File: config.mk
export PLATFORM = sky130hd
export DESIGN_NAME = board_vectored_interrupt_unit
export DESIGN_NICKNAME = d
export VERILOG_FILES = /design/src/bviu_pkg.sv /design/src/board_vectored_interrupt_unit.sv
export SDC_FILE = /design/constraint.sdc
export NUM_CORES = 1
export LEC_CHECK = 0
export ABC_AREA = 1
export CAP_MARGIN = 5
export CELL_PAD_IN_SITES_DETAIL_PLACEMENT = 1
export CELL_PAD_IN_SITES_GLOBAL_PLACEMENT = 1
export CORE_ASPECT_RATIO = 2
export CORE_MARGIN = 4
export CORE_UTILIZATION = 42
export DETAILED_ROUTE_END_ITERATION = 10
export DONT_BUFFER_PORTS = 1
export PLACE_DENSITY_LB_ADDON = 0.05
export SLEW_MARGIN = 20
export SYNTH_ARGS = -nofsm -noshare
export SYNTH_HDL_FRONTEND = slang
export SYNTH_SLANG_ARGS = --single-unit
File: constraint.sdc
create_clock -name sys_clk -period 4.2 [get_ports sys_clk]
set_input_delay 0.84 -clock sys_clk [delete_from_list [all_inputs] [get_ports sys_clk]]
set_output_delay 0.84 -clock sys_clk [all_outputs]
set_load 0.01 [all_outputs]
File: src/bviu_pkg.sv
// Package: constants and carrier types for the board vectored interrupt unit
`default_nettype none
package bviu_pkg;
  localparam int          NUM_LEVELS     = 8;
  localparam int          NUM_SOURCES    = 18;
  localparam int          SEL_W          = 5;
  localparam logic [19:0] NMI_VECTOR     = 20'h00008;
  localparam logic [7:0]  MASK_RST       = 8'hff;
  localparam logic [4:0]  VEC_BASE_RST   = 5'h08;
  localparam logic [2:0]  LOWEST_RST     = 3'h7;
  localparam int          VEC_SPACING    = 4;
  localparam int          TABLE_BYTES    = 32;
  localparam int          VEC_REGION     = 1024;
  localparam int          TOTAL_LEVELS   = 65;
  // Request source indices on the jumper field
  localparam logic [4:0]  SRC_PAR_IBF    = 5'h00;
  localparam logic [4:0]  SRC_PAR_OBE    = 5'h01;
  localparam logic [4:0]  SRC_SER_RXRDY  = 5'h02;
  localparam logic [4:0]  SRC_SER_TXE    = 5'h03;
  localparam logic [4:0]  SRC_TMR0       = 5'h04;
  localparam logic [4:0]  SRC_TMR1       = 5'h05;
  localparam logic [4:0]  SRC_EXT_LINE   = 5'h06;
  localparam logic [4:0]  SRC_BUS_BASE   = 5'h07;
  localparam logic [4:0]  SRC_BUS_TMO    = 5'h0f;
  localparam logic [4:0]  SRC_COPRO_ERR  = 5'h10;
  localparam logic [4:0]  SRC_COPRO_EXC  = 5'h11;

  typedef enum logic [1:0] {
    MODE_NESTED,
    MODE_ROTATE,
    MODE_SPECIFIC,
    MODE_POLLED
  } prio_mode_e;

  typedef struct packed {
    prio_mode_e mode;
    logic [2:0] lowest;
    logic [7:0] mask;
    logic [7:0] edge_trig;
    logic [4:0] vec_base;
  } ctrl_cfg_s;

  typedef struct packed {
    logic       par_ibf;
    logic       par_obe;
    logic       ser_rxrdy;
    logic       ser_txe;
    logic       tmr0;
    logic       tmr1;
    logic       ext_line;
    logic [7:0] bus_req;
    logic       bus_timeout;
    logic       copro_err;
    logic       copro_exc;
  } req_src_s;
endpackage
`default_nettype wire

File: src/board_vectored_interrupt_unit.sv
// Board vectored interrupt unit: non-maskable level plus eight-level priority vector controller
`default_nettype none

module board_vectored_interrupt_unit
  import bviu_pkg::*;
#(
  parameter int LEVELS = NUM_LEVELS
) (
  input  wire logic                           sys_clk,
  input  wire logic                           nrst,
  input  wire req_src_s                       src_pins,
  input  wire logic [LEVELS-1:0][SEL_W-1:0]   level_sel,
  input  wire logic                           power_fail_req,
  input  wire logic                           mains_low_warning,
  input  wire ctrl_cfg_s                      cfg,
  input  wire logic                           inta,
  input  wire logic                           eoi,
  input  wire logic                           poll_rd,
  output logic                                nmi,
  output logic                                intr,
  output logic [7:0]                          vector_id,
  output logic                                vector_valid,
  output logic [7:0]                          poll_status,
  output logic [7:0]                          in_service,
  output logic [7:0]                          pending,
  output logic [7:0]                          mask_readback
);

  logic [NUM_SOURCES-1:0] src_flat;
  logic [NUM_SOURCES-1:0] src_m_q;
  logic [NUM_SOURCES-1:0] src_s_q;
  logic [1:0]             pf_m_q;
  logic [1:0]             pf_s_q;
  logic [LEVELS-1:0]      line_lvl;
  logic [LEVELS-1:0]      line_prev_q;
  logic [LEVELS-1:0]      irr_q;
  logic [LEVELS-1:0]      isr_q;
  logic [2:0]             rot_low_q;
  logic [2:0]             low_eff;
  logic                   req_found;
  logic [2:0]             req_idx;
  logic                   isr_found;
  logic [2:0]             isr_idx;
  logic                   fire;

  // Bus timeout at 0x0f, coprocessor at 0x10/0x11
  assign src_flat = {src_pins.copro_exc, src_pins.copro_err, src_pins.bus_timeout,
                     src_pins.bus_req,
                     src_pins.ext_line, src_pins.tmr1, src_pins.tmr0,
                     src_pins.ser_txe, src_pins.ser_rxrdy,
                     src_pins.par_obe, src_pins.par_ibf};

  // All pins are asynchronous to sys_clk
  always_ff @(posedge sys_clk or negedge nrst) begin
    if (!nrst) begin
      src_m_q <= '0;
      src_s_q <= '0;
    end else begin
      src_m_q <= src_flat;
      src_s_q <= src_m_q;
    end
  end

  always_ff @(posedge sys_clk or negedge nrst) begin
    if (!nrst) begin
      pf_m_q <= '0;
      pf_s_q <= '0;
    end else begin
      pf_m_q <= {mains_low_warning, power_fail_req};
      pf_s_q <= pf_m_q;
    end
  end

  // Non-maskable path: no mask or mode setting reaches it
  always_ff @(posedge sys_clk or negedge nrst) begin
    if (!nrst) begin
      nmi <= 1'b0;
    end else begin
      nmi <= pf_s_q[0] & pf_s_q[1];
    end
  end

  // Jumper routing: each controller line picks one of the sources
  genvar g;
  generate
    for (g = 0; g < LEVELS; g++) begin : g_route
      assign line_lvl[g] = (level_sel[g] < SEL_W'(NUM_SOURCES)) ? src_s_q[level_sel[g]] : 1'b0;
    end
  endgenerate

  always_ff @(posedge sys_clk or negedge nrst) begin
    if (!nrst) begin
      line_prev_q <= '0;
    end else begin
      line_prev_q <= line_lvl;
    end
  end

  // Request latch; a new edge in the acknowledge cycle survives the clear
  generate
    for (g = 0; g < LEVELS; g++) begin : g_irr
      logic set_req;
      assign set_req = cfg.edge_trig[g] ? (line_lvl[g] & ~line_prev_q[g]) : line_lvl[g];
      always_ff @(posedge sys_clk or negedge nrst) begin
        if (!nrst) begin
          irr_q[g] <= 1'b0;
        end else if (set_req) begin
          irr_q[g] <= 1'b1;
        end else if (!cfg.edge_trig[g] && !line_lvl[g]) begin
          irr_q[g] <= 1'b0;
        end else if (((inta && vector_valid == 1'b0 && intr) || (poll_rd && req_found))
                     && req_idx == 3'(g)) begin
          irr_q[g] <= 1'b0;
        end
      end
    end
  endgenerate

  // Lowest-priority line per mode, read live so changes apply at once
  always_comb begin
    unique case (cfg.mode)
      MODE_ROTATE:   low_eff = rot_low_q;
      MODE_SPECIFIC: low_eff = cfg.lowest;
      MODE_NESTED:   low_eff = LOWEST_RST;
      MODE_POLLED:   low_eff = LOWEST_RST;
    endcase
  end

  // Scan down to the line after the lowest; last hit is highest priority
  always_comb begin
    logic [2:0] k;
    logic [7:0] req_m;
    req_found = 1'b0;
    req_idx   = 3'h0;
    isr_found = 1'b0;
    isr_idx   = 3'h0;
    k         = 3'h0;
    req_m     = irr_q & ~cfg.mask;
    for (int i = 7; i >= 0; i--) begin
      k = low_eff + 3'(i) + 3'h1;
      if (req_m[k]) begin
        req_found = 1'b1;
        req_idx   = k;
      end
      if (isr_q[k]) begin
        isr_found = 1'b1;
        isr_idx   = k;
      end
    end
  end

  // Lower rank means nearer to low_eff+1, the highest-priority position
  always_comb begin
    logic [2:0] rank_req;
    logic [2:0] rank_isr;
    rank_req = req_idx - low_eff - 3'h1;
    rank_isr = isr_idx - low_eff - 3'h1;
    fire = req_found && (!isr_found || rank_req < rank_isr) && cfg.mode != MODE_POLLED;
  end

  // Request stays raised until acknowledged
  always_ff @(posedge sys_clk or negedge nrst) begin
    if (!nrst) begin
      intr <= 1'b0;
    end else if (inta && intr) begin
      intr <= 1'b0;
    end else if (!intr) begin
      intr <= fire;
    end
  end

  // Identifier = aligned base (in 8-entry blocks) plus level; base kept under 1K / 4
  always_ff @(posedge sys_clk or negedge nrst) begin
    if (!nrst) begin
      vector_id    <= 8'h00;
      vector_valid <= 1'b0;
    end else begin
      vector_valid <= inta && intr;
      if (inta && intr) begin
        vector_id <= {cfg.vec_base, req_idx};
      end
    end
  end

  // In-service marking and release; rotating mode moves the lowest level
  always_ff @(posedge sys_clk or negedge nrst) begin
    if (!nrst) begin
      isr_q     <= '0;
      rot_low_q <= LOWEST_RST;
    end else begin
      if (eoi && isr_found) begin
        isr_q[isr_idx] <= 1'b0;
        if (cfg.mode == MODE_ROTATE) begin
          rot_low_q <= isr_idx;
        end
      end
      // A request that vanished before the acknowledge marks nothing in service
      if (inta && intr && req_found) begin
        isr_q[req_idx] <= 1'b1;
      end
    end
  end

  // Polled word: bit7 = request present, low bits = encoded level
  always_ff @(posedge sys_clk or negedge nrst) begin
    if (!nrst) begin
      poll_status <= 8'h00;
    end else begin
      poll_status <= {req_found, 4'h0, req_idx};
    end
  end

  always_ff @(posedge sys_clk or negedge nrst) begin
    if (!nrst) begin
      in_service    <= 8'h00;
      pending       <= 8'h00;
      mask_readback <= MASK_RST;
    end else begin
      in_service    <= isr_q;
      pending       <= irr_q;
      mask_readback <= cfg.mask;
    end
  end

endmodule
`default_nettype wire

==> key figures, run 1 <==
Place
  • Place WS: -0.418 ns
  • Count of input and output buffers: 0
  • Dpl cells: 1139
  • Placed Area: 7380 um^2
  • DP HPWL: 21100 um
  • Final weighted congestion in routability-driven placement: 0.955

STA
  • Final Worst Setup Slack: 0.0807 ns
  • Fin. Hold Viols: 0
  • Hold WS: 0.160 ns
  • Crit path time final: 4.12 ns
  • Setup Skew: 0.00880 ns
  • Count of pins over their slew limit: 0
  • RSZ-0062 raised after global routing: true
  • Relative slew slack: 61.6%
  • Worst-Margin Slew: 0.576 ns
  • Period utilization: 98.1%
  • FMAX: 243 MHz
  • Setup violations, final: 0

Global route
  • Largest net degree at the start of global routing: 107
  • Total grt overflow: 0
  • Global-route usage over all layers: 30.2%
  • Vias in the first global route: 7258
  • Antenna violations before repair: 0
  • First-pass GRT wire length: 39100 um

Flow run
  • MaxCap Viol Count: 0

Setup path
  • Critical path's slowest cell: fa_2
  • Crit path kind: in -> reg
  • Critical Path End Type: flip-flop
  • Crit path largest cell delay: 0.36 ns
  • CP Max Fanout: 4
  • R2r setup slk: 0.28 ns
  • Worst R2R Path Depth: 27
  • Crit path required time: 4.49 ns
  • Buf+Inv Stages, Crit Path: 4
  • CP delay by family, top: adder cells
  • R2r endpoint: intr$_DFF_PN0_
  • Cell repeated most along the worst path: nand2_1
  • Reg-to-Reg Start: rot_low_q[1]$_DFFE_PN1P_
  • Crit path arrival time: 4.41 ns
  • Worst setup SP type: primary input

Clock network
  • Clock-pin slew on the worst setup and hold paths: 0.08 ns
  • Clock root buffer: clkbuf_16
  • Sink Count: 106
  • Post-CTS Hold Fix Bufs: 0
  • CTS tree: yes
  • H-tree depth: 3
  • Max clock buf depth: 2
  • Clock latency on the worst-skew pair: 0.36 ns
  • Total CTS buffers: 9

Route
  • Via density: 5.69
  • # DRC: 0
  • Pre-antenna DRT Iters: 5
  • Wire per inst: 22.1 um
  • Initial DRC count: 238
  • Post-DRT Antenna Nets: 0
  • Total number of vias: 6579
  • Detailed Route WL: 25600 um

Layout
  • Total Nets Final: 1058
  • Final core occ: 51.7%
  • Area grow syn2layout: 21.0%
  • Post-route cell area: 7910 um^2
  • Finished Layout Cells: 1157
  • Fraction of layout cells with a size suffix above 1: 21.6%
  • Antenna diodes: 0

Floorplanning
  • # IOs: 134
  • Site Rows: 64
  • Starting Density: 42.7%
  • Die ar.: 17700 um^2
  • Core area: 15300 um^2
  • Die extent in y: 184 um
  • Die X: 96.2 um

Yosys
  • Register area share after synthesis: 40.8%
  • Mapped Cells: 888
  • Flops & latches, synth: 106
  • Post-Syn Area per Cell: 7.36 um^2
  • Post-Syn Area: 6540 um^2
  • Synth warn: 0
  • Synth unique cells: 45

Power and ir drop
  • Power Density: 699 nW/um^2
  • Leak pwr: 3.91 nW
  • VDD IR-drop max: 0.000320 V

Run status
  • Status: finished clean

Min path
  • Hold crit path type: in -> async
[cell type report]
cell class	instances	area, um^2
Tap cell	198	248
Timing Repair Buffer	83	662
Inverter	116	458
Clock buffer	9	225
Sequential cell	106	2670
Fill cell	1944	7380
Multi-Input combinational cell	638	3570
Clock inverter	7	80.1
[cells in the mapped netlist (all sizes together)]
master,number,area [um^2]
xor2,1,16.3
and3,1,6.26
buf,13,108
nand4,26,163
dfstp,11,289
ha,11,138
o22ai,4,25.0
and2,2,12.5
o21bai,1,7.51
nand3,83,430
conb,1,3.75
o21ai,104,528
nand2,246,991
o221ai,4,35.0
clkbuf,18,70.1
nand3b,1,7.51
o211ai,25,198
nor3,5,30.0
dfrtp,95,2380
inv,116,438
nor2,57,239
mux2,1,11.3
fa,2,40.0
xnor2,5,43.8
mux2i,2,20.0
a311oi,1,8.76
a21oi,52,302
[state kept, by name, summed over array words and instances, names as in the netlist, 8 cells and up]
register       count
line_prev_q        8
in_service         8
mask_readback      8
pending            8
irr_q              8
src_s_q           18
vector_id          8
src_m_q           18
isr_q              8
[power by group]
group	internal (mW)	switching, mW	total (mW)
Sequential	1.24	0.268	1.51
Combinational	1.25	1.89	3.14
Clock	0.426	0.451	0.877
[worst register-to-register path, delay by kind of cell, from the launching register on]
family | cells | cell delay, ns
flops | 1 | 0.57
xor+xnor | 3 | 0.53
fa+ha+maj | 4 | 0.97
compound gates | 4 | 0.59
simple gates | 12 | 0.86
buf+inv | 4 | 0.31
[kinds of logic (layout without fill, tap and decap cells)]
family,count (synthesis),after routing,share of synthesized area [%]
muxes,3,3,0.478
adders and majority gates,13,13,2.72
AOI/OAI and AO/OA,191,191,16.9
buffers and inverters,147,215,9.42
DFF,106,106,40.8
and+or+nand+nor,421,421,28.7
xor gates and xnor gates,6,6,0.919
other,1,4,0.0574
[stage by stage]
stage	TNS (ns)	power (mW)
after global placement	-0.229	4.27
final	0	5.53
after detailed placement	-0.418	4.41
after floorplan	-0.175	3.21
after CTS	0	5.31
after global routing	-0.192	5.94
[layout by cell type (no fill, tap or decap), types with 4 or more instances in the layout]
master     count
nand2_1      217
inv_1        101
o21ai_0       97
dfrtp_1       95
buf_4         77
nand3_1       62
nor2_1        53
a21oi_1       44
nand4_1       26
o211ai_1      23
nand2_2       22
nand3_2       18
dfstp_2       11
inv_2         10
clkbuf_16      9
nand2_4        6
a21oi_2        5
ha_4           5
ha_1           5
nor2_4         4
inv_8          4
o21ai_1        4
nor3_1         4
o221ai_1       4
o22ai_1        4
conb_1         4
[how the worst max path moves through the flow]
stage	from	slack (ns)	cells past startpoint	end
2_1_floorplan	cfg[25]	-0.18	32	intr$_DFF_PN0_
6_report	cfg[25]	0.08	28	intr$_DFF_PN0_
3_3_place_gp	cfg[25]	-0.23	28	intr$_DFF_PN0_
4_1_cts	cfg[24]	0.004	27	intr$_DFF_PN0_
5_1_grt	cfg[25]	-0.19	27	intr$_DFF_PN0_
3_5_place_dp	cfg[24]	-0.42	27	intr$_DFF_PN0_
[timing repair]
| item | 4_1_cts | 5_1_grt |
|---|---|---|
| pin swaps | 1 | 26 |
| setup endpoints to repair | 1 | 1 |
| buffers inserted | 0 | 2 |
| resized for setup | 5 | 39 |
[routing by layer]
metal	global-route usage, %	up-vias	wire [um]
li1	-	3049	-
met1	24.3	3224	7180
met3	5.43	101	1060
met2	58.0	205	15100
met5	0	-	0
met4	26.5	0	2300
Power figures use the tool's default switching activity.
==> run 2, diff against run 1 <==
- PLACE_DENSITY_LB_ADDON: 0.05 -> 0.1
==> key figures, run 2 (synthesis results as in run 1) <==
Run status
  • Status: finished clean

Power and ir drop
  • Internal power: 2.95 mW
  • Leak pwr: 3.91 nW
  • VDD IR-drop max: 0.000324 V
  • Power Density: 686 nW/um^2
  • Combinational share of power: 55.9%
  • Overall power: 5.39 mW
  • P_sw: 2.44 mW
  • Sw Share: 45.3%
  • Seq pwr share: 27.5%
  • Clock share of power: 16.6%

Global route
  • Global-route usage over all layers: 28.5%
  • Total grt overflow: 0
  • M3 GR Usage: 5.07%
  • GRT busiest layer: met2
  • Vias in the first global route: 7363
  • Largest net degree at the start of global routing: 107
  • Antenna violations before repair: 0
  • Met2 Use GR: 52.8%
  • Met1 Use GR: 23.7%
  • First-pass GRT wire length: 37300 um

Setup path
  • Crit path largest cell delay: 0.35 ns
  • R2r endpoint: intr$_DFF_PN0_
  • Worst R2R Path Depth: 27
  • Crit path kind: in -> reg
  • Buf+Inv Stages, Crit Path: 6
  • Cell repeated most along the worst path: nand2_1
  • Critical Path End Type: flip-flop
  • CP Max Fanout: 3
  • CP delay by family, top: adder cells
  • Reg-to-Reg Start: rot_low_q[1]$_DFFE_PN1P_
  • Crit path required time: 4.44 ns
  • R2r setup slk: 0.29 ns
  • Critical path's slowest cell: fa_2
  • Crit path arrival time: 4.39 ns
  • Worst setup SP type: primary input

Layout
  • Total Nets Final: 1066
  • Most common cell after layout, fill and taps aside: nand2_1
  • Antenna diodes: 0
  • Top Registers: src_m_q: 18 flops, src_s_q: 18 flops
  • Fillers: 1940
  • Most frequent cells in the layout: nand2_1 (220), inv_1 (102), o21ai_0 (97)
  • Register area: 2670 um^2
  • Fraction of layout cells with a size suffix above 1: 20.9%
  • Multi-input gate area in the final layout: 3470 um^2
  • Area grow syn2layout: 20.1%
  • Final core occ: 51.3%

Clock network
  • H-tree depth: 3
  • Clock-pin slew on the worst setup and hold paths: 0.08 ns
  • Clock latency on the worst-skew pair: 0.36 ns
  • Max clock buf depth: 2
  • Clock root buffer: clkbuf_16
  • Total CTS buffers: 9
  • Sink Count: 106
  • CTS tree: yes

STA
  • RSZ-0062 raised after global routing: true
  • Crit path time final: 4.15 ns
  • Setup Skew: 0.00865 ns
  • Final Worst Setup Slack: 0.0519 ns
  • Setup violations, final: 0
  • Fin. Hold Viols: 0
  • Worst-Margin Slew: 0.504 ns
  • Relative slew slack: 66.4%
  • FMAX: 241 MHz
  • Period utilization: 98.8%
  • Count of pins over their slew limit: 0

Place
  • Count of input and output buffers: 0
  • Final weighted congestion in routability-driven placement: 1.02
  • DP HPWL: 19800 um
  • Place WS: -0.355 ns

Floorplanning
  • Die extent in y: 184 um
  • Starting Density: 42.7%
  • Die X: 96.2 um
  • Site Rows: 64
  • Die ar.: 17700 um^2
  • Core area: 15300 um^2
  • # IOs: 134

Route
  • Post-DRT Antenna Nets: 0
  • Wire per inst: 21.0 um
  • Total number of vias: 6635
  • Via density: 5.70
  • Pre-antenna DRT Iters: 5
  • Detailed Route WL: 24400 um
  • # DRC: 0
  • Initial DRC count: 231

Flow run
  • MaxCap Viol Count: 0

Min path
  • Hold crit path type: in -> async
## run 2: changes by cell type in the layout (fill, tap and decap cells not counted), moves of 3 or more
| cell | previous run | this run |
|---|---|---|
| buf_4 | 77 | 87 |
| nand3_1 | 62 | 68 |
| inv_8 | 4 | 0 |
| nand2_1 | 217 | 220 |
| nand2_4 | 6 | 3 |
| nand3_2 | 18 | 15 |
| nand3_4 | 3 | 0 |
## run 2: area by class of cell
| type | instances | share of cell area, % |
|---|---|---|
| Clock buffer | 9 | 2.87 |
| Inverter | 116 | 5.71 |
| Clock inverter | 7 | 1.12 |
| Multi-Input combinational cell | 638 | 44.2 |
| Tap cell | 198 | 3.16 |
| Sequential cell | 106 | 34.0 |
| Timing Repair Buffer | 91 | 9.01 |
## run 2: worst max path at each step
| stage | startpoint | slack, ns | depth (start not counted) | end |
|---|---|---|---|---|
| 2_1_floorplan | cfg[25] | -0.18 | 32 | intr$_DFF_PN0_ |
| 3_3_place_gp | cfg[25] | -0.21 | 31 | intr$_DFF_PN0_ |
| 3_5_place_dp | cfg[24] | -0.35 | 28 | intr$_DFF_PN0_ |
| 4_1_cts | cfg[24] | 0.006 | 31 | intr$_DFF_PN0_ |
| 5_1_grt | cfg[25] | -0.20 | 28 | intr$_DFF_PN0_ |
| 6_report | cfg[25] | 0.05 | 30 | intr$_DFF_PN0_ |
## run 2: layer usage
layer	part of all wire, %	routed length (um)	up-vias
li1	-	-	3068
met1	29	7010	3203
met2	56	13700	235
met3	4.4	1090	129
met4	11	2650	0
met5	0	0	-
## run 2: repair_timing
action,4_1_cts,5_1_grt
hold buffers,0,0
resized for setup,2,13
setup endpoints to repair,1,1
buffers inserted,0,6
pin swaps,0,11
## run 2: power by group through the flow
stage / Clock (mW) / Combinational (mW) / Sequential (mW)
after global routing: 0.958 / 3.28 / 1.51
after CTS: 0.912 / 2.86 / 1.49
after detailed placement: 0 / 2.81 / 1.51
final: 0.892 / 3.01 / 1.48
after floorplan: 0 / 1.79 / 1.42
after global placement: 0 / 2.68 / 1.50
## run 2: per-stage QoR
step | cell area [um^2] | std cells | hold slack [ns] | setup TNS [ns]
after detailed placement | 7410 | 1143 | 0.336 | -0.355
after floorplan | 6720 | 891 | 0.331 | -0.175
after global routing | 7850 | 1165 | 0.151 | -0.195
after global placement | 7410 | 1143 | 0.332 | -0.206
final | 7850 | 1165 | 0.169 | 0
after CTS | 7730 | 1159 | 0.157 | 0
==> run 3, diff against run 2 <==
- ABC_AREA: 1 -> default
- CORE_UTILIZATION: 42 -> 48
- CTS_BUF_LIST: default -> sky130_fd_sc_hd__clkbuf_2
==> key figures, run 3 <==
STA
  • Relative slew slack: 64.4%
  • Final Worst Setup Slack: -0.328 ns
  • Crit path time final: 4.53 ns
  • FMAX: 221 MHz
  • Setup violations, final: 1
  • Count of pins over their slew limit: 0
  • RSZ-0062 raised after global routing: true
  • Setup Skew: 0.0419 ns
  • Period utilization: 108%
  • Worst-Margin Slew: 0.534 ns
  • Fin. Hold Viols: 0

Global route
  • Global-route usage over all layers: 30.6%
  • Vias in the first global route: 6033
  • Total grt overflow: 0
  • Antenna violations before repair: 1
  • First-pass GRT wire length: 34900 um
  • Largest net degree at the start of global routing: 104

Clock network
  • Total CTS buffers: 9
  • H-tree depth: 3
  • Clock latency on the worst-skew pair: 0.62 ns
  • Max clock buf depth: 2
  • CTS tree: yes
  • Clock-pin slew on the worst setup and hold paths: 0.33 ns
  • Clock root buffer: clkbuf_2
  • Sink Count: 106

Route
  • Total number of vias: 5160
  • Initial DRC count: 230
  • Via density: 6.58
  • # DRC: 0
  • Post-DRT Antenna Nets: 0
  • Wire per inst: 29.6 um
  • Pre-antenna DRT Iters: 4
  • Detailed Route WL: 23200 um

Floorplanning
  • # IOs: 134
  • Starting Density: 49.4%
  • Die extent in y: 172 um
  • Die ar.: 15500 um^2
  • Site Rows: 59
  • Core area: 13100 um^2
  • Die X: 90.0 um

Layout
  • Post-route cell area: 7820 um^2
  • Most frequent cells in the layout: buf_4 (107), dfrtp_1 (95), mux4_2 (58)
  • Top Registers: src_m_q: 18 flops, src_s_q: 18 flops
  • Most common cell after layout, fill and taps aside: buf_4
  • Area grow syn2layout: 21.3%
  • Fillers: 1344
  • Fraction of layout cells with a size suffix above 1: 42.8%
  • Register area: 2670 um^2
  • Total Nets Final: 730
  • Multi-input gate area in the final layout: 3830 um^2

Place
  • Placed Area: 7500 um^2
  • Final weighted congestion in routability-driven placement: 0.953
  • DP HPWL: 18600 um
  • Count of input and output buffers: 0
  • Place WS: -1.11 ns

Setup path
  • R2r setup slk: -0.17 ns
  • Crit path largest cell delay: 0.56 ns
  • CP Max Fanout: 8
  • Reg-to-Reg Start: rot_low_q[0]$_DFFE_PN1P_
  • CP cell instances: inv_1 -> ha_4 -> buf_12 -> a211oi_4 -> nor2_8 -> ha_4 -> buf_12 -> mux4_2 -> mux2_4 -> and3_4 -> a211oi_4 -> mux2i_4 -> inv_2 -> ha_4 -> inv_2 -> fa_2 -> inv_1 -> ha_1 -> a21o_1 -> a21oi_2 -> o21ai_1 -> o31ai_1
  • Crit path required time: 4.76 ns
  • Worst setup startpoint: cfg[25]
  • Critical path's slowest cell: mux4_2
  • Worst setup SP type: primary input
  • Worst R2R Path Depth: 17
  • Crit path arrival time: 5.09 ns
  • Critical Path End Type: flip-flop
  • CP delay by family, top: adder cells
  • Buf+Inv Stages, Crit Path: 6
  • R2r endpoint: intr$_DFF_PN0_
  • Cell repeated most along the worst path: ha_4
  • Crit path kind: in -> reg

Power and ir drop
  • Combinational share of power: 62.9%
  • Power Density: 702 nW/um^2
  • Leak pwr: 3.26 nW
  • Clock share of power: 9.1%
  • VDD IR-drop max: 0.000378 V
  • P_sw: 2.46 mW
  • Seq pwr share: 28.0%
  • Sw Share: 44.7%
  • Internal power: 3.04 mW

Yosys
  • Share of the synthesized area in the top cell type: 36.9%
  • Synth unique cells: 71
  • Post-synth EDFFs: 0
  • Mapped Cells: 524
  • Leading area contributor after synthesis: dfrtp_1
  • Main synth FF type: dfrtp_1
  • Largest cells by area after synthesis: dfrtp_1 (37%), mux4_2 (20%), dfstp_2 (4.5%)
  • Most common cell in the synthesized netlist: dfrtp_1
  • Flops & latches, synth: 106
  • Register area share after synthesis: 41.3%
  • Post-Syn Area per Cell: 12.3 um^2
  • Post-Syn Area: 6450 um^2
  • Ys async rst share: 100%
  • Synth warn: 0
  • Most frequent cells after synthesis: dfrtp_1 (95), mux4_2 (58), nand2_1 (40)

Min path
  • Hold crit path type: in -> async

Flow run
  • MaxCap Viol Count: 0

Run status
  • Status: finished, violations left
  • Failing checks: setup timing
## run 3: kinds of logic (layout without fill, tap and decap cells)
family / count (synthesis) / after routing / synth area share, %
adders and majority gates: 13 / 13 / 2.75
xor gates and xnor gates: 7 / 7 / 1.28
buffers and inverters: 45 / 149 / 3.18
muxes: 99 / 99 / 27.1
other: 1 / 5 / 0.0581
AOI/OAI and AO/OA: 103 / 103 / 11.6
and+or+nand+nor: 150 / 150 / 12.7
DFF: 106 / 106 / 41.3
## run 3: power groups by stage
| stage | Combinational (mW) | Clock, mW | Sequential [mW] |
|---|---|---|---|
| after detailed placement | 3.24 | 0 | 1.56 |
| after CTS | 3.45 | 0.509 | 1.54 |
| final | 3.46 | 0.499 | 1.54 |
| after global routing | 3.70 | 0.550 | 1.56 |
| after global placement | 3.14 | 0 | 1.55 |
| after floorplan | 1.96 | 0 | 1.44 |
## run 3: worst max-delay path by stage
stage | to | depth (start not counted)
after detailed placement | intr$_DFF_PN0_ | 21
after global placement | intr$_DFF_PN0_ | 21
after CTS | intr$_DFF_PN0_ | 22
final | intr$_DFF_PN0_ | 22
after floorplan | intr$_DFF_PN0_ | 22
after global routing | intr$_DFF_PN0_ | 22
## run 3: through the flow
stage	cells	util (%)	hold slack, ns	power [mW]	TNS (ns)
global route	784	59.9	0.0555	5.81	-0.437
global placement	756	57.4	0.331	4.69	-2.91
detailed placement	756	57.4	0.336	4.80	-5.08
CTS	782	59.8	0.00700	5.50	-0.307
finish	784	59.9	0.0524	5.49	-0.328
floorplan	527	-	0.331	3.41	-0.973
## run 3: metal layers
layer / wire length [um] / vias to the layer above / share of wire (%) / global-route usage, %
li1: - / 2213 / - / -
met5: 0 / - / 0 / 0
met1: 6510 / 2661 / 28 / 26.1
met4: 1670 / 0 / 7.2 / 20.4
met3: 1150 / 79 / 5.0 / 6.05
met2: 13900 / 207 / 60 / 62.4
## run 3: repair_timing
item / 4_1_cts / 5_1_grt
setup endpoints to repair: 1 / 1
endpoints found under the hold margin: 103 / 1
hold buffers: 2 / 1
buffers inserted: 8 / 0
pin swaps: 14 / 1
gates resized for setup: 15 / 0
## run 3: area by class of cell
class,count,share of cell area (%)
Tap cell,152,2.43
Clock inverter,7,1.01
Sequential cell,106,34.1
Antenna cell,1,0.0320
Multi-Input combinational cell,376,48.9
Timing Repair Buffer,115,11.9
Inverter,18,0.992
Clock buffer,9,0.576
